===== src/include/temp_alarm_defines.svh =====
// Constants for the temperature alarm block: offsets, field positions, timing.
// Included by the package and by every design file that decodes registers.
`ifndef TEMP_ALARM_DEFINES_SVH
`define TEMP_ALARM_DEFINES_SVH

`define TA_PTR_W          8
`define TA_OFF_CONFIG     8'h01
`define TA_OFF_UPPER      8'h02
`define TA_OFF_LOWER      8'h03
`define TA_OFF_CRIT       8'h04
`define TA_OFF_TEMP       8'h05

`define TA_CFG_MODE       0
`define TA_CFG_POL        1
`define TA_CFG_BAND       2
`define TA_CFG_EN         3
`define TA_CFG_STAT       4
`define TA_CFG_CLR        5
`define TA_CFG_WLOCK      6
`define TA_CFG_CLOCK      7
`define TA_CFG_SHDN       8
`define TA_CFG_HYS_LO     9
`define TA_CFG_HYS_HI     10

`define TA_FLAG_CRIT      15
`define TA_FLAG_ABOVE     14
`define TA_FLAG_BELOW     13

`define TA_TEMP_MSB       12
`define TA_THR_LSB        2

// Hysteresis in sixteenths of a degree: 0, 1.5, 3 and 6 degrees
`define TA_HYS_0          14'sh0000
`define TA_HYS_1          14'sh0018
`define TA_HYS_2          14'sh0030
`define TA_HYS_3          14'sh0060

`define TA_CONV_MS        125
`define TA_CLK_KHZ        10000
`define TA_HOLDOFF_TICKS  2'h2

`endif


===== src/include/temp_alarm_pkg.sv =====
// Types shared by the temperature alarm block.
// Includes temp_alarm_defines.svh; its own widths are written out as literals.
`include "temp_alarm_defines.svh"

package temp_alarm_pkg;
    typedef logic signed [13:0] temp_ext_t;
    typedef enum logic [1:0] {BAND_CRIT, BAND_UPPER, BAND_LOWER} band_kind_t;
endpackage : temp_alarm_pkg


===== src/core/conv_tick.sv =====
// Conversion period timer: one-cycle tick each result period.
// Assumes a free-running system clock; period is a parameter so it can be shortened.
`timescale 1ns/1ps

module conv_tick #(
    parameter int unsigned PERIOD_CYCLES = 1250000
) (
    input  wire logic clock_in,
    input  wire logic rst_b_in,
    input  wire logic run_in,
    output logic      tick_out
);
    logic [20:0] cnt_r;
    logic [20:0] cnt_nxt;
    logic        tick_nxt;

    always_comb begin
        cnt_nxt  = cnt_r;
        tick_nxt = 1'b0;
        if (run_in) begin
            if (cnt_r == 21'(PERIOD_CYCLES - 1)) begin
                cnt_nxt  = 21'h0;
                tick_nxt = 1'b1;
            end else begin
                cnt_nxt = cnt_r + 21'h1;
            end
        end
    end

    always_ff @(posedge clock_in) begin
        if (!rst_b_in) begin
            cnt_r    <= 21'h0;
            tick_out <= 1'b0;
        end else begin
            cnt_r    <= cnt_nxt;
            tick_out <= tick_nxt;
        end
    end
endmodule : conv_tick


===== src/core/threshold_compare.sv =====
// One threshold comparator with hysteresis; purely combinational.
// Assumes temperature and threshold in sign-extended sixteenths of a degree.
`timescale 1ns/1ps

module threshold_compare (
    input  wire temp_alarm_pkg::band_kind_t kind_in,
    input  wire temp_alarm_pkg::temp_ext_t  temp_in,
    input  wire temp_alarm_pkg::temp_ext_t  thr_in,
    input  wire temp_alarm_pkg::temp_ext_t  hys_in,
    input  wire logic                       flag_in,
    output logic                            flag_out
);
    temp_alarm_pkg::temp_ext_t rel;

    always_comb begin
        rel      = thr_in - hys_in;
        flag_out = flag_in;
        case (kind_in)
            temp_alarm_pkg::BAND_CRIT: begin
                if (temp_in >= thr_in) flag_out = 1'b1;
                else if (temp_in < rel) flag_out = 1'b0;
            end
            temp_alarm_pkg::BAND_UPPER: begin
                if (temp_in > thr_in) flag_out = 1'b1;
                else if (temp_in <= rel) flag_out = 1'b0;
            end
            default: begin
                if (temp_in < rel) flag_out = 1'b1;
                else if (temp_in >= thr_in) flag_out = 1'b0;
            end
        endcase
    end
endmodule : threshold_compare


===== src/core/temp_alarm_event_logic.sv =====
// Alarm and event logic of a temperature sensor: thresholds, configuration,
// status flags and the open-drain alarm pin.
// Assumes a serial-port engine presents decoded register reads and writes,
// and the converter holds its latest result steady on temp_result_in.
// Functional notes
// - Config bit 0 picks comparator or interrupt style for the alarm.
// - Config bit 2 picks all three thresholds or critical threshold only.
// - Two-bit hysteresis field applies to the critical and upper releases and to the lower set.
// - Two sticky lock bits freeze the window thresholds and critical threshold.
// - Alarm pin floats after reset until the enable bit is set.
// - Polarity bit selects active-high or active-low alarm pin.
// - Status bit reads alarm state; clear bit releases a latched alarm.
// - Style and band bits change only while enable is off or in that write.
// - Alarm asserted at shutdown entry stays asserted throughout shutdown.
// - Temperature reading carries critical, above-window, below-window flags in top bits.
// - At or above critical the alarm behaves as comparator regardless of style.
// - Upper and lower thresholds form a window; crossings trigger the alarm.
// - Window alarm releases by clear bit or by alert-response answer.
// - After a threshold write skip two conversion ticks before comparing.
// - Critical alarm ignores clear and alert answer; releases only below threshold.
// - Comparator style follows temperature only; register accesses leave it alone.
// - Interrupt style latches on each crossing until a clear write or alert-response answer.
// - Cleared alarm reasserts at or above critical; releases at once below critical minus hysteresis.
// - Upper releases at upper minus hysteresis; lower sets below lower minus hysteresis.
// - A new result every 125 ms is the evaluation tick.
// - Alert-response answer releases the alarm in interrupt, active-low use.
`timescale 1ns/1ps
`include "temp_alarm_defines.svh"

module temp_alarm_event_logic #(
    parameter int unsigned CONV_CYCLES = `TA_CONV_MS * `TA_CLK_KHZ
) (
    input  wire logic                 clock_in,
    input  wire logic                 rst_b_in,
    input  wire logic                 reg_wr_in,
    input  wire logic                 reg_rd_in,
    input  wire logic [`TA_PTR_W-1:0] reg_ptr_in,
    input  wire logic [15:0]          reg_wdata_in,
    input  wire logic                 ara_done_in,
    input  wire logic [12:0]          temp_result_in,
    output logic [15:0]               reg_rdata_out,
    output logic                      conv_tick_out,
    output logic                      event_out,
    output logic                      event_oe_out
);
    logic        tick;
    logic        mode_r, mode_nxt;
    logic        pol_r, pol_nxt;
    logic        band_r, band_nxt;
    logic        en_r, en_nxt;
    logic        wlock_r, wlock_nxt;
    logic        clock_r, clock_nxt;
    logic        shdn_r, shdn_nxt;
    logic [1:0]  hys_r, hys_nxt;
    logic [10:0] upper_r, upper_nxt;
    logic [10:0] lower_r, lower_nxt;
    logic [10:0] crit_r, crit_nxt;
    logic [12:0] temp_r, temp_nxt;
    logic [2:0]  flag_r, flag_nxt;
    logic        latch_r, latch_nxt;
    logic        alarm_r, alarm_nxt;
    logic [1:0]  hold_r, hold_nxt;
    logic        oe_nxt;
    logic [15:0] rdata_nxt;
    logic        tick_r;

    logic                                 cfg_wr;
    logic                                 thr_wr;
    logic                                 eval;
    logic                                 clr_req;
    logic                                 window_chg;
    logic                                 comp_alarm;
    logic                                 int_alarm;
    logic [2:0]                           flag_new;
    temp_alarm_pkg::temp_ext_t            temp_ext;
    temp_alarm_pkg::temp_ext_t            hys_ext;
    temp_alarm_pkg::temp_ext_t            thr_ext [3];
    temp_alarm_pkg::band_kind_t           kinds   [3];

    // Shutdown stops the converter timer, so nothing is re-evaluated
    conv_tick #(
        .PERIOD_CYCLES (CONV_CYCLES)
    ) u_tick (
        .clock_in (clock_in),
        .rst_b_in (rst_b_in),
        .run_in   (!shdn_r),
        .tick_out (tick)
    );

    assign temp_ext = {temp_result_in[`TA_TEMP_MSB], temp_result_in};
    assign kinds[0] = temp_alarm_pkg::BAND_CRIT;
    assign kinds[1] = temp_alarm_pkg::BAND_UPPER;
    assign kinds[2] = temp_alarm_pkg::BAND_LOWER;
    assign thr_ext[0] = {crit_r[10], crit_r, 2'b00};
    assign thr_ext[1] = {upper_r[10], upper_r, 2'b00};
    assign thr_ext[2] = {lower_r[10], lower_r, 2'b00};

    always_comb begin
        case (hys_r)
            2'h0:    hys_ext = `TA_HYS_0;
            2'h1:    hys_ext = `TA_HYS_1;
            2'h2:    hys_ext = `TA_HYS_2;
            default: hys_ext = `TA_HYS_3;
        endcase
    end

    // Flag order: [2] critical, [1] above window, [0] below window
    genvar gi;
    generate
        for (gi = 0; gi < 3; gi = gi + 1) begin : g_cmp
            threshold_compare u_cmp (
                .kind_in  (kinds[gi]),
                .temp_in  (temp_ext),
                .thr_in   (thr_ext[gi]),
                .hys_in   (hys_ext),
                .flag_in  (flag_r[2 - gi]),
                .flag_out (flag_new[2 - gi])
            );
        end
    endgenerate

    always_comb begin
        cfg_wr = 1'b0;
        thr_wr = 1'b0;
        if (reg_wr_in && reg_ptr_in == `TA_OFF_CONFIG) begin
            cfg_wr = 1'b1;
        end else if (reg_wr_in && reg_ptr_in == `TA_OFF_UPPER && !wlock_r) begin
            thr_wr = 1'b1;
        end else if (reg_wr_in && reg_ptr_in == `TA_OFF_LOWER && !wlock_r) begin
            thr_wr = 1'b1;
        end else if (reg_wr_in && reg_ptr_in == `TA_OFF_CRIT && !clock_r) begin
            thr_wr = 1'b1;
        end
    end

    // Configuration and thresholds
    always_comb begin
        mode_nxt  = mode_r;
        pol_nxt   = pol_r;
        band_nxt  = band_r;
        en_nxt    = en_r;
        wlock_nxt = wlock_r;
        clock_nxt = clock_r;
        shdn_nxt  = shdn_r;
        hys_nxt   = hys_r;
        upper_nxt = upper_r;
        lower_nxt = lower_r;
        crit_nxt  = crit_r;
        if (cfg_wr) begin
            // Style and band only move while the output is disabled
            if (!en_r) begin
                mode_nxt = reg_wdata_in[`TA_CFG_MODE];
                band_nxt = reg_wdata_in[`TA_CFG_BAND];
            end
            pol_nxt   = reg_wdata_in[`TA_CFG_POL];
            en_nxt    = reg_wdata_in[`TA_CFG_EN];
            // Locks are sticky until reset
            wlock_nxt = wlock_r | reg_wdata_in[`TA_CFG_WLOCK];
            clock_nxt = clock_r | reg_wdata_in[`TA_CFG_CLOCK];
            shdn_nxt  = reg_wdata_in[`TA_CFG_SHDN];
            hys_nxt   = reg_wdata_in[`TA_CFG_HYS_HI:`TA_CFG_HYS_LO];
        end
        if (thr_wr && reg_ptr_in == `TA_OFF_UPPER) begin
            upper_nxt = reg_wdata_in[`TA_TEMP_MSB:`TA_THR_LSB];
        end
        if (thr_wr && reg_ptr_in == `TA_OFF_LOWER) begin
            lower_nxt = reg_wdata_in[`TA_TEMP_MSB:`TA_THR_LSB];
        end
        if (thr_wr && reg_ptr_in == `TA_OFF_CRIT) begin
            crit_nxt = reg_wdata_in[`TA_TEMP_MSB:`TA_THR_LSB];
        end
    end

    always_ff @(posedge clock_in) begin
        if (!rst_b_in) begin
            mode_r  <= 1'b0;
            pol_r   <= 1'b0;
            band_r  <= 1'b0;
            en_r    <= 1'b0;
            wlock_r <= 1'b0;
            clock_r <= 1'b0;
            shdn_r  <= 1'b0;
            hys_r   <= 2'h0;
            upper_r <= 11'h000;
            lower_r <= 11'h000;
            crit_r  <= 11'h000;
        end else begin
            mode_r  <= mode_nxt;
            pol_r   <= pol_nxt;
            band_r  <= band_nxt;
            en_r    <= en_nxt;
            wlock_r <= wlock_nxt;
            clock_r <= clock_nxt;
            shdn_r  <= shdn_nxt;
            hys_r   <= hys_nxt;
            upper_r <= upper_nxt;
            lower_r <= lower_nxt;
            crit_r  <= crit_nxt;
        end
    end

    // Evaluation and alarm state
    always_comb begin
        // A tick right after a write may end a partial period, so wait two
        hold_nxt = hold_r;
        if (thr_wr) begin
            hold_nxt = `TA_HOLDOFF_TICKS;
        end else if (tick && hold_r != 2'h0) begin
            hold_nxt = hold_r - 2'h1;
        end
        eval       = tick && !shdn_r && hold_r == 2'h0 && !thr_wr;
        temp_nxt   = tick ? temp_result_in : temp_r;
        flag_nxt   = eval ? flag_new : flag_r;
        window_chg = eval && !band_r && (flag_new[1:0] != flag_r[1:0]);
        // Alert answer only counts in interrupt style with active-low pin
        clr_req    = (cfg_wr && reg_wdata_in[`TA_CFG_CLR])
                     || (ara_done_in && mode_r && !pol_r);
        latch_nxt  = latch_r;
        if (clr_req && !flag_r[2] && !shdn_r) begin
            latch_nxt = 1'b0;
        end
        if (eval && flag_r[2] && !flag_new[2]) begin
            latch_nxt = 1'b0;
        end
        if (window_chg && mode_r) begin
            latch_nxt = 1'b1;
        end
        // Style and band from the enabling write must reach the pin with it
        comp_alarm = band_nxt ? flag_nxt[2] : |flag_nxt;
        int_alarm  = flag_nxt[2] | (latch_nxt & !band_nxt);
        if (shdn_r) begin
            alarm_nxt = alarm_r;
        end else if (!mode_nxt || flag_nxt[2]) begin
            alarm_nxt = comp_alarm;
        end else begin
            alarm_nxt = int_alarm;
        end
        // Open drain: pull low for asserted-low, or for idle in active-high use
        oe_nxt = en_nxt && (alarm_nxt ^ pol_nxt);
    end

    always_ff @(posedge clock_in) begin
        if (!rst_b_in) begin
            hold_r       <= `TA_HOLDOFF_TICKS;
            temp_r       <= 13'h0000;
            flag_r       <= 3'h0;
            latch_r      <= 1'b0;
            alarm_r      <= 1'b0;
            event_oe_out <= 1'b0;
        end else begin
            hold_r       <= hold_nxt;
            temp_r       <= temp_nxt;
            flag_r       <= flag_nxt;
            latch_r      <= latch_nxt;
            alarm_r      <= alarm_nxt;
            event_oe_out <= oe_nxt;
        end
    end

    // Register reads, returned the cycle after the strobe
    always_comb begin
        rdata_nxt = reg_rdata_out;
        if (reg_rd_in) begin
            if (reg_ptr_in == `TA_OFF_CONFIG) begin
                rdata_nxt = {5'h00, hys_r, shdn_r, clock_r, wlock_r, 1'b0,
                             alarm_r, en_r, band_r, pol_r, mode_r};
            end else if (reg_ptr_in == `TA_OFF_UPPER) begin
                rdata_nxt = {3'h0, upper_r, 2'h0};
            end else if (reg_ptr_in == `TA_OFF_LOWER) begin
                rdata_nxt = {3'h0, lower_r, 2'h0};
            end else if (reg_ptr_in == `TA_OFF_CRIT) begin
                rdata_nxt = {3'h0, crit_r, 2'h0};
            end else if (reg_ptr_in == `TA_OFF_TEMP) begin
                rdata_nxt = {flag_r, temp_r};
            end else begin
                rdata_nxt = 16'h0000;
            end
        end
    end

    always_ff @(posedge clock_in) begin
        if (!rst_b_in) begin
            reg_rdata_out <= 16'h0000;
            tick_r        <= 1'b0;
        end else begin
            reg_rdata_out <= rdata_nxt;
            tick_r        <= tick;
        end
    end

    assign conv_tick_out = tick_r;
    assign event_out     = 1'b0;
endmodule : temp_alarm_event_logic


===== config.mk =====
export PLATFORM = sky130hd
export DESIGN_NAME = temp_alarm_event_logic
export DESIGN_NICKNAME = d
export VERILOG_FILES = /design/src/include/temp_alarm_pkg.sv /design/src/core/conv_tick.sv /design/src/core/threshold_compare.sv /design/src/core/temp_alarm_event_logic.sv
export VERILOG_INCLUDE_DIRS = /design/src /design/src/include
export SDC_FILE = /design/constraint.sdc
export NUM_CORES = 1
export LEC_CHECK = 0
export ABC_AREA = 1
export BUFFER_PORTS_ARGS = -buffer_cell sky130_fd_sc_hd__buf_2
export CAP_MARGIN = 20
export CORE_MARGIN = 2
export CORE_UTILIZATION = 55
export CTS_CLUSTER_SIZE = 8
export DETAILED_ROUTE_END_ITERATION = 7
export GPL_ROUTABILITY_DRIVEN = 0
export GPL_TIMING_DRIVEN = 0
export PLACE_DENSITY = 0.75
export SYNTH_ARGS = -nofsm -noshare
export SYNTH_HDL_FRONTEND = slang
export SYNTH_SLANG_ARGS = --single-unit

===== constraint.sdc =====
create_clock -name clock_in -period 4.1 [get_ports clock_in]
set_input_delay 0.41 -clock clock_in [delete_from_list [all_inputs] [get_ports clock_in]]
set_output_delay 0.41 -clock clock_in [all_outputs]
set_load 0.01 [all_outputs]

# [After elaboration in Yosys (flattened, before gate mapping)]
# Index checks and enable logic that the tools add are counted.
[classes] addsub=5 n_lt_le_gt_ge=6 n_eq_ne=9 mux=32 n_bitwise=6 reduce_logical=43
[op_table] operator="16-bit 2-to-1 mux" count=5
[op_table] operator="13-bit by 8-bit subtractor with 14-bit output" count=3
[op_table] operator="13-bit by 14-bit < comparator with 1-bit output" count=2
[op_table] operator="13-bit >= comparator" count=2
[op_table] operator="1-bit logical AND" count=25
[op_table] operator="1-bit 2-to-1 mux" count=24
[op_table] operator="21-bit by 1-bit adder with 21-bit output, second input constant" count=1
[op_table] operator="21-bit equality test, second input constant" count=1
[op_table] operator="21-bit 2-to-1 mux" count=1
[op_table] operator="7-bit one-hot mux with 3 select lines" count=1
[op_table] operator="8-bit by 2-bit equality test with 1-bit output, second input constant" count=2
[op_table] operator="8-bit by 3-bit equality test with 1-bit output, second input constant" count=2
[op_table] operator="13-bit by 14-bit <= comparator with 1-bit output" count=1
[op_table] operator="13-bit > comparator" count=1
[op_table] operator="1-bit logical NOT" count=10
[op_table] operator="8-bit by 1-bit equality test with 1-bit output, second input constant" count=1
[op_table] operator="2-bit logical NOT" count=2
[op_table] operator="2-bit OR reduction" count=2
[op_table] operator="3-bit 2-to-1 mux" count=1
[op_table] operator="1-bit OR" count=3
[op_table] operator="3-bit OR reduction" count=1
[op_table] operator="2-bit by 1-bit equality test with 1-bit output, second input constant" count=1
[op_table] operator="2-bit equality test, second input constant" count=1
[op_table] operator="1-bit logical OR" count=2
[op_table] operator="other kinds (6)" count=6
[word_totals] regBits=102 in_bits=42 out_inout_bits=19 word_cells=122

# [Depth between registers and ports, before layout]
# Gate-level depths: netlist of the first run.
[depth] ltp_word=19 ltp_mapped=32

# [Cells and area by module]
# From an unflattened synthesis of the first run, not the netlist that was laid out.
[unflattened] hier_cells=1373 area_unflattened_um2=9258.9
[by_module_without_submodules] module="threshold_compare" instances=3 cells_per_inst=239 area_each_um2=1510.2
[by_module_without_submodules] module="temp_alarm_event_logic" instances=1 cells_per_inst=466 area_each_um2=3482.1
[by_module_without_submodules] module="conv_tick" instances=1 cells_per_inst=190 area_each_um2=1246.2

# [Worst setup path before layout of the first run]
# Ideal clock, no wire load.
[synth_timing] path_kind="register to register" start="register hys_r[1]" end="register event_oe_out" setup_time_ns=0.114 t_arrival_ns=3.502 slack_ns=0.484 path_stages_with_launch=31 path_buffers=0 path_cell_list="dfxtp_1 > inv_1 > ha_1 > ha_1 > nand2_1 > nor2_1 > a211oi_1 > o21a_1 > inv_1 > nor2_1 > nand2_1 > nor3_1 > xor2_1 > ha_1 > nand2_1 > nor2_1 > nand2_1 > nor2_1 > nand2_1 > nand3_1 > nand2_1 > nand3_1 > nand3_1 > nand2_1 > nand2_1 > a21oi_1 > nand2_1 > nand2_2 > nand2_1 > nand2_1 > nor2_2"
[synth_via] elab_chain_len=16
[synth_rtl] item="start, declared" line_no="temp_alarm_event_logic.sv:54" rtl="logic [1:0] hys_r, hys_nxt;"
[synth_rtl] item="start signal, assigned" line_no="temp_alarm_event_logic.sv:195" rtl="hys_r <= hys_nxt;"
[synth_rtl] item="2-bit equality test (tied with other cells)" line_no="temp_alarm_event_logic.sv:99" rtl="case (hys_r)"
[synth_rtl] item="7-bit one-hot mux with 3 select lines *" line_no="temp_alarm_event_logic.sv:99"
[synth_rtl] item="13-bit by 8-bit subtractor with 14-bit output" line_no="threshold_compare.sv:16" rtl="rel = thr_in - hys_in;"
[synth_rtl] item="13-bit by 14-bit <= comparator with 1-bit output or 13-bit by 14-bit < comparator with 1-bit output (tied branches)" line_no="threshold_compare.sv:25, threshold_compare.sv:21"
[synth_rtl] item="1-bit 2-to-1 mux, on equally long branches" line_no="threshold_compare.sv:25, threshold_compare.sv:21"
[synth_rtl] item="1-bit 2-to-1 mux, on equally long branches" line_no="threshold_compare.sv:24, threshold_compare.sv:20"
[synth_rtl] item="2-bit inequality test or 1-bit logical NOT (tied branches)" line_no="temp_alarm_event_logic.sv:214, temp_alarm_event_logic.sv:222"
[synth_rtl] item="1-bit logical AND, on equally long branches" line_no="temp_alarm_event_logic.sv:214, temp_alarm_event_logic.sv:222"
[synth_rtl] item="1-bit logical AND or 1-bit 2-to-1 mux (tied branches)" line_no="temp_alarm_event_logic.sv:225, temp_alarm_event_logic.sv:222"
[synth_rtl] item="1-bit 2-to-1 mux" line_no="temp_alarm_event_logic.sv:225" rtl="if (window_chg && mode_r) begin"
[synth_rtl] item="1-bit AND" line_no="temp_alarm_event_logic.sv:230" rtl="int_alarm = flag_nxt[2] | (latch_nxt & !band_nxt);"
[synth_rtl] item="1-bit OR" line_no="temp_alarm_event_logic.sv:230"
[synth_rtl] item="1-bit 2-to-1 mux *" line_no="temp_alarm_event_logic.sv:233" rtl="end else if (!mode_nxt || flag_nxt[2]) begin"
[synth_rtl] item="1-bit 2-to-1 mux *" line_no="temp_alarm_event_logic.sv:231" rtl="if (shdn_r) begin"
[synth_rtl] item="1-bit bitwise XOR *" line_no="temp_alarm_event_logic.sv:239" rtl="oe_nxt = en_nxt && (alarm_nxt ^ pol_nxt);"
[synth_rtl] item="1-bit logical AND *" line_no="temp_alarm_event_logic.sv:239"
[synth_rtl] item="end signal, assigned" line_no="temp_alarm_event_logic.sv:256" rtl="event_oe_out <= oe_nxt;"
[synth_rtl] item="end, declared" line_no="temp_alarm_event_logic.sv:44" rtl="output logic event_oe_out"
# Mark *: on every way between the ends. The rest lies on a longest branch, timed or not.
# A chain may end at the register's enable or synchronous reset.

# [Worst setup path in the final report of the first run]
# Same ends and word-level chain as after synthesis.

==> run metrics, run 1 <==
R2R Path End=event_oe_out$_SDFF_PN0_; post-synthesis cell count=959; WP data arrival=4.17 ns; Mapped Nets=1086; Hold Path Sink=wlock_r$_SDFFE_PN0P_; H-tree depth=3; Final Hold Fails=0; FF-to-FF setup slack=~0.23 ns; CP peak stage delay=0.38 ns; power per cell area=roughly 260 nW/µm²; beginning of the worst hold path=reg_wdata_in[6]; area leader, netlist=dfxtp_1; Core ar.=12110 µm²; CTS buffer count=9; fin nets=1160; largest net degree at the start of global routing=18; share of the synthesized area in the top cell type=0.2979; status=completed; Setup Skew=about 0.0095 ns; commonest non-fill, non-tap cell in the layout=nand2_1; WHS Path Cells=3; top fanout value on the critical path=4; Top FF cell, synth=dfxtp_1; Tmin final=3.873 ns; CTS tree=done; Slew Viols, Final=0; Slowest cell on crit path=dfxtp_4; # setup viols final=0; GR Util All Layers=0.3038; die width=115.6 µm; cell mode on critical path=nand2_1; synth unique cells=44; post-route ant nets=0; Crit. End Element=flip-flop; drt first-iter violations=649; grt ovf=0; LEAKAGE=3.376 nW; Crit Reg-Reg Startpoint=hys_r[1]$_SDFFE_PN0P_; die height=115.6 µm; first-pass GRT wire length=31.06 mm; die area=13370 µm²; Seq/Total Area, Yosys=0.2979; drt via density=~5.5; Clock Sinks=102; FMAX=about 260 MHz; hold crit path type=primary input to flip-flop; Starting Density=0.5659; Area Overhead vs Synth=14.84%; ranking of synthesized cells by area=dfxtp_1 30%, ha_1 15%, nand2_1 9.2%, a21oi_1 7.4%, inv_1 7.3%; synthesized flop and latch total=approximately 100; maximum VDD drop=331.2 µV; hpwl dp=15.53 mm; yosys warns=0; synthesized area per cell=just over 7 µm²; drt wl/cell=16.37 µm; Ports=61; Overall Power=2.056 mW; Worst slew margin=0.5189; vias=6666; maximum clock path buffer count=2; IO Port Bufs=56; asr flop ratio synth=0; final critical-path share of the clock period=0.9446; root buf cell=clkbuf_16; Hold Worst Slack=between 0.3 and 0.4 ns; drt total wl=between 15 and 20 mm; Setup CP Type=flip-flop to flip-flop; max cap viols=0; fillers=roughly 1100; Netlist Area Pre-Place=6854 µm²; antenna violations before repair=0; most frequent cells in the layout=161 x nand2_1, 131 x inv_1, 100 x dfxtp_1, 99 x a21oi_1, 91 x nor2_1; Rows=40; vias in the first global route=6092; Worst-Margin Slew=slightly above 0.7 ns; TritonRoute pass-1 iters=5; Clk Latency, worst-skew pair=about 0.36 ns; diodes inserted=0; Reg2Reg Depth=31; layout cell share with drive strength beyond 1=0.1426; Post-synth EDFFs=0; WP data required=around 4.4 ns; DRC viols=0; crit path launch type=flip-flop; Worst-path clk slew=0.07 ns
## cell families (layout without fill, tap and decap cells)
group / after synthesis / in the layout / share of synthesized area
simple gates: 372 / 372 / 0.2428
compound gates: 203 / 203 / 0.1676
buf+inv: 162 / 241 / 0.08927
flops: 102 / 102 / 0.2979
fa+ha+maj: 85 / 85 / 0.1585
xor+xnor: 34 / 34 / 0.04345
other cells: 1 / 1 / 0.0005471
## metal layers
metal / vias up / GRT usage / routed length (µm)
li1: 3331 / - / -
met1: 3042 / 0.4202 / 8984
met2: 250 / 0.4725 / 8614
met3: 43 / 0.07165 / 1560
met4: 0 / 0.09365 / 582
met5: - / 0 / 0
## Yosys cell counts, types with 2 or more instances
cell and n:
a21oi_1 102, clkbuf_1 23, nor2_1 99, nand3_1 37
dfxtp_1 102, o211ai_1 6, nor3b_1 3, a21oi_2 2
o2111ai_1 6, o221ai_1 10, fa_1 3, and2_1 4
xnor2_1 7, and3_1 2, nor2_8 2, nand3_2 3
o21ai_0 55, ha_1 82, nor4_1 4, nand4_1 13
a21o_1 5, nor3_1 22, inv_2 5, a31oi_1 4
nand2_1 168, o21a_1 3, nor3_2 2, nand2_2 3
inv_1 133, nand2_4 3, a211oi_1 3, a21boi_0 2
xor2_1 27, nor2_2 4
## stage by stage
| step | utilization | setup TNS [ns] | instances | setup slack (ns) | cell area (µm²) |
|---|---|---|---|---|---|
| 3_5_place_dp | 0.6064 | -0.4348 | 1183 | -0.2743 | 7345 |
| 5_1_grt | 0.6499 | -0.02747 | 1206 | -0.02747 | 7871 |
| 3_3_place_gp | 0.6064 | -0.2800 | 1183 | -0.1902 | 7345 |
| 6_report | 0.6499 | 0 | 1206 | 0.2273 | 7871 |
| 4_1_cts | 0.6323 | 0 | 1199 | 0.002841 | 7659 |
| 2_1_floorplan | - | 0 | 959 | 0.4840 | 6854 |
## worst max path at each step
stage,from,end,slack (ns)
after detailed placement,hys_r[1]$_SDFFE_PN0P_,event_oe_out$_SDFF_PN0_,-0.27
final,hys_r[1]$_SDFFE_PN0P_,event_oe_out$_SDFF_PN0_,0.23
after CTS,hys_r[1]$_SDFFE_PN0P_,event_oe_out$_SDFF_PN0_,0.003
after floorplan,hys_r[1]$_SDFFE_PN0P_,event_oe_out$_SDFF_PN0_,0.48
after global routing,hys_r[1]$_SDFFE_PN0P_,event_oe_out$_SDFF_PN0_,-0.03
after global placement,hys_r[1]$_SDFFE_PN0P_,event_oe_out$_SDFF_PN0_,-0.19
## cell type report
| type | instances | area, µm² | area share |
|---|---|---|---|
| multi-input cells | 695 | 4378 | 0.5562 |
| plain buffers | 24 | 93.84 | 0.01192 |
| inverters | 138 | 520.5 | 0.06613 |
| well taps | 168 | 210.2 | 0.02670 |
| clock inverters | 7 | 51.30 | 0.006517 |
| repair buffers | 63 | 345.3 | 0.04387 |
| clock buffers | 9 | 225.2 | 0.02861 |
| flip-flops and latches | 102 | 2047 | 0.2601 |
## critical path, delay by kind of cell (launching register included)
family	cells	cell delay (ns)
xor+xnor	1	0.09
buf+inv	2	0.12
fa+ha+maj	3	0.80
compound gates	2	0.52
flops	1	0.38
simple gates	23	1.91
## flip-flops by register name (all words and copies together) (netlist names), 2 cells and up
register       count
temp_r            13
flag_r             3
upper_r           11
reg_rdata_out     16
crit_r            11
hys_r              2
u_tick.cnt_r      21
hold_r             2
lower_r           11
## report_power, final
group	leakage (nW)	total, mW	internal (mW)	switching, mW
Clock	0.131	0.819	0.413	0.406
Sequential	0.825	1.00	0.996	0.00461
Combinational	2.42	0.236	0.0829	0.153
## what timing repair did
action,CTS,global route
gates resized for setup,7,45
hold buffers,0,0
pin swaps,0,29
buffers inserted,0,7
endpoints found under the setup margin,2,3
No activity file was read; power rests on OpenSTA's default activity.
==> run 2: changes to the inputs <==
--- a/config.mk
+++ b/config.mk
@@ -16,6 +16,7 @@
 export GPL_ROUTABILITY_DRIVEN = 0
 export GPL_TIMING_DRIVEN = 0
 export PLACE_DENSITY = 0.75
+export REMOVE_ABC_BUFFERS = 1
 export SYNTH_ARGS = -nofsm -noshare
 export SYNTH_HDL_FRONTEND = slang
 export SYNTH_SLANG_ARGS = --single-unit
==> constraint.sdc (replaced) <==
create_clock -name clock_in -period 4.1 [get_ports clock_in]
set_input_delay 0.41 -clock clock_in [delete_from_list [all_inputs] [get_ports clock_in]]
set_output_delay 0.41 -clock clock_in [all_outputs]
set_load 0.02 [all_outputs]
==> run metrics, run 2 (synthesis gave the netlist of run 1 again) <==
Core ar.=12110 µm² (unchanged); maximum clock path buffer count=2 (unchanged); hpwl dp=13.97 mm (-10%); drt first-iter violations=377 (-42%); fin nets=1136 (-2.1%); top fanout value on the critical path=6 (+2); cts hold-fix bufs=0 (unchanged); TritonRoute pass-1 iters=4 (-1); logic gate share of total power=0.111 (-0.004); crit path launch type=flip-flop; Starting Density=0.5659 (unchanged); fillers=1163 (+2.8%); FMAX=260.3 MHz (+0.81%); diodes inserted=0 (unchanged); Clk pwr share=0.394 (-0.005); R2R Path End=event_oe_out$_SDFF_PN0_; die area=13370 µm² (unchanged); Worst slew margin=0.2887 (-0.2303); DRC viols=0 (unchanged); die width=115.6 µm (unchanged); max cap viols=0 (unchanged); Setup CP Type=flip-flop to flip-flop; WP data required=4.35 ns (-0.05 ns); die height=115.6 µm (unchanged); Most flops, register=u_tick.cnt_r; root buf cell=clkbuf_16; power per cell area=264.2 nW/µm² (+1.2%); # setup viols final=0 (unchanged); Worst-path clk slew=0.07 ns (about the same); grt ovf=0 (unchanged); final critical-path share of the clock period=0.9370 (-0.007574); Clk Latency, worst-skew pair=0.35 ns (about the same); CTS buffer count=9 (unchanged); H-tree depth=3 (unchanged); Rows=40 (unchanged); Tmin final=3.842 ns (-0.03105 ns); commonest non-fill, non-tap cell in the layout=nand2_1; Area Overhead vs Synth=11.59%; hold crit path type=primary input to flip-flop; Crit. End Element=flip-flop; Switch Pwr=531.8 µW (-5.6%); GR Util All Layers=0.2898 (-0.01400); antenna violations before repair=0 (unchanged); post-route ant nets=0 (unchanged); vias in the first global route=6236 (+2.4%); Worst Setup SP=hys_r[1]$_SDFFE_PN0P_; Crit Reg-Reg Startpoint=hys_r[1]$_SDFFE_PN0P_; Clock Sinks=102 (unchanged); final worst slack=0.2584 ns (+0.03105 ns); WP data arrival=4.09 ns (-0.08 ns); LEAKAGE=3.331 nW (-1.3%); Slowest cell on crit path=dfxtp_4; first-pass GRT wire length=29.99 mm (-3.5%); most frequent cells in the layout=167 x nand2_1, 132 x inv_1, 100 x a21oi_1, 100 x dfxtp_1, 94 x nor2_1; drt via density=5.492 (-0.63%); Final Hold Fails=0 (unchanged); CP endpoint=event_oe_out$_SDFF_PN0_; drt total wl=18.36 mm (-7.0%); cell mode on critical path=nand2_1; layout cell share with drive strength beyond 1=0.1213 (-0.02128); drt wl/cell=15.53 µm (-5.1%); Regs by FF count=u_tick.cnt_r: 21 flops, reg_rdata_out: 16 flops, temp_r: 13 flops; Slew Viols, Final=0 (unchanged); DP Worst Slack=-0.1431 ns (+0.1312 ns); CTS tree=done; maximum VDD drop=182.3 µV (-45%); max FFs per register=21 (unchanged); Internal Power=1.489 mW (-0.21%); largest net degree at the start of global routing=57 (+39); Worst-Margin Slew=1.066 ns (+0.3458 ns); FF-to-FF setup slack=0.26 ns (+0.03 ns); Ports=61 (unchanged); vias=6492 (-2.6%); Setup Skew=0.01126 ns (+0.001718 ns); Net Sw Frac=0.2632 (-0.01097); utilization after layout=0.6315 (-0.01839); status=completed; IO Port Bufs=56 (unchanged); Flop pwr share=0.495 (+0.008); CP peak stage delay=0.37 ns (about the same); Reg2Reg Depth=31 (unchanged)
run 2: timing repair:
item                       in CTS  in global routing
buffers inserted                0                  6
hold endpoints to repair        0                  0
pin swaps                       0                 10
gates resized for setup         5                 21
cloned                          0                  0
setup endpoints to repair       2                  2
run 2: final cells by class:
| type | instances | area, µm² | share of cell area |
|---|---|---|---|
| Timing Repair Buffer | 63 | 336.6 | 0.04400 |
| Clock buffer | 13 | 240.2 | 0.03141 |
| Tap cell | 168 | 210.2 | 0.02748 |
| Inverter | 138 | 520.5 | 0.06805 |
| Sequential cell | 102 | 2047 | 0.2676 |
| Multi-Input combinational cell | 695 | 4273 | 0.5586 |
| Clock inverter | 3 | 21.27 | 0.002781 |
run 2: metal layers:
metal,GRT usage,vias up,part of all wire
met1,0.3764,2970,0.44
met5,0,-,0
met3,0.03975,40,0.063
li1,-,3285,-
met4,0.1143,0,0.031
met2,0.4889,197,0.47
run 2: worst max-delay path, delay by kind of cell, from the launching register on:
| family | cells | cell delay [ns] |
|---|---|---|
| adder cells (fa/ha/maj) | 3 | 0.82 |
| flip-flops | 1 | 0.37 |
| AND/OR/NAND/NOR | 22 | 1.93 |
| XOR/XNOR | 1 | 0.16 |
| buffers and inverters | 4 | 0.31 |
| AO/OA/AOI/OAI | 1 | 0.17 |
run 2: how the worst min path moves through the flow:
stage                                        start                              to  slack [ns]  cells after the start
floorplan                  temp_r[12]$_SDFFE_PN0P_         temp_r[12]$_SDFFE_PN0P_        0.43                      2
global placement            temp_r[5]$_SDFFE_PN0P_          temp_r[5]$_SDFFE_PN0P_        0.45                      2
detailed placement  reg_rdata_out[13]$_SDFFE_PN0P_  reg_rdata_out[13]$_SDFFE_PN0P_        0.46                      2
CTS                                reg_wdata_in[1]                pol_r$_SDFF_PN0_        0.33                      3
global route                       reg_wdata_in[1]                pol_r$_SDFF_PN0_        0.35                      3
finish                             reg_wdata_in[1]                pol_r$_SDFF_PN0_        0.32                      3
run 2: power by group through the flow:
stage / Combinational (mW) / Clock (mW) / Sequential (mW)
3_5_place_dp: 0.219 / 0 / 1.02
2_1_floorplan: 0.126 / 0 / 1.03
6_report: 0.224 / 0.796 / 1.00
5_1_grt: 0.257 / 0.844 / 1.00
4_1_cts: 0.220 / 0.803 / 1.00
3_3_place_gp: 0.214 / 0 / 1.02
run 2: metrics by stage:
stage          power (mW)  setup TNS (ns)  hold slack, ns  std cells  area [µm²]
3_3_place_gp        1.238         -0.1884          0.4481       1159        7251
2_1_floorplan       1.154               0          0.4288        935        6760
5_1_grt             2.102        -0.01351          0.3523       1182        7649
4_1_cts             2.025               0          0.3272       1176        7556
6_report            2.021               0          0.3240       1182        7649
3_5_place_dp        1.243         -0.2078          0.4576       1160        7267
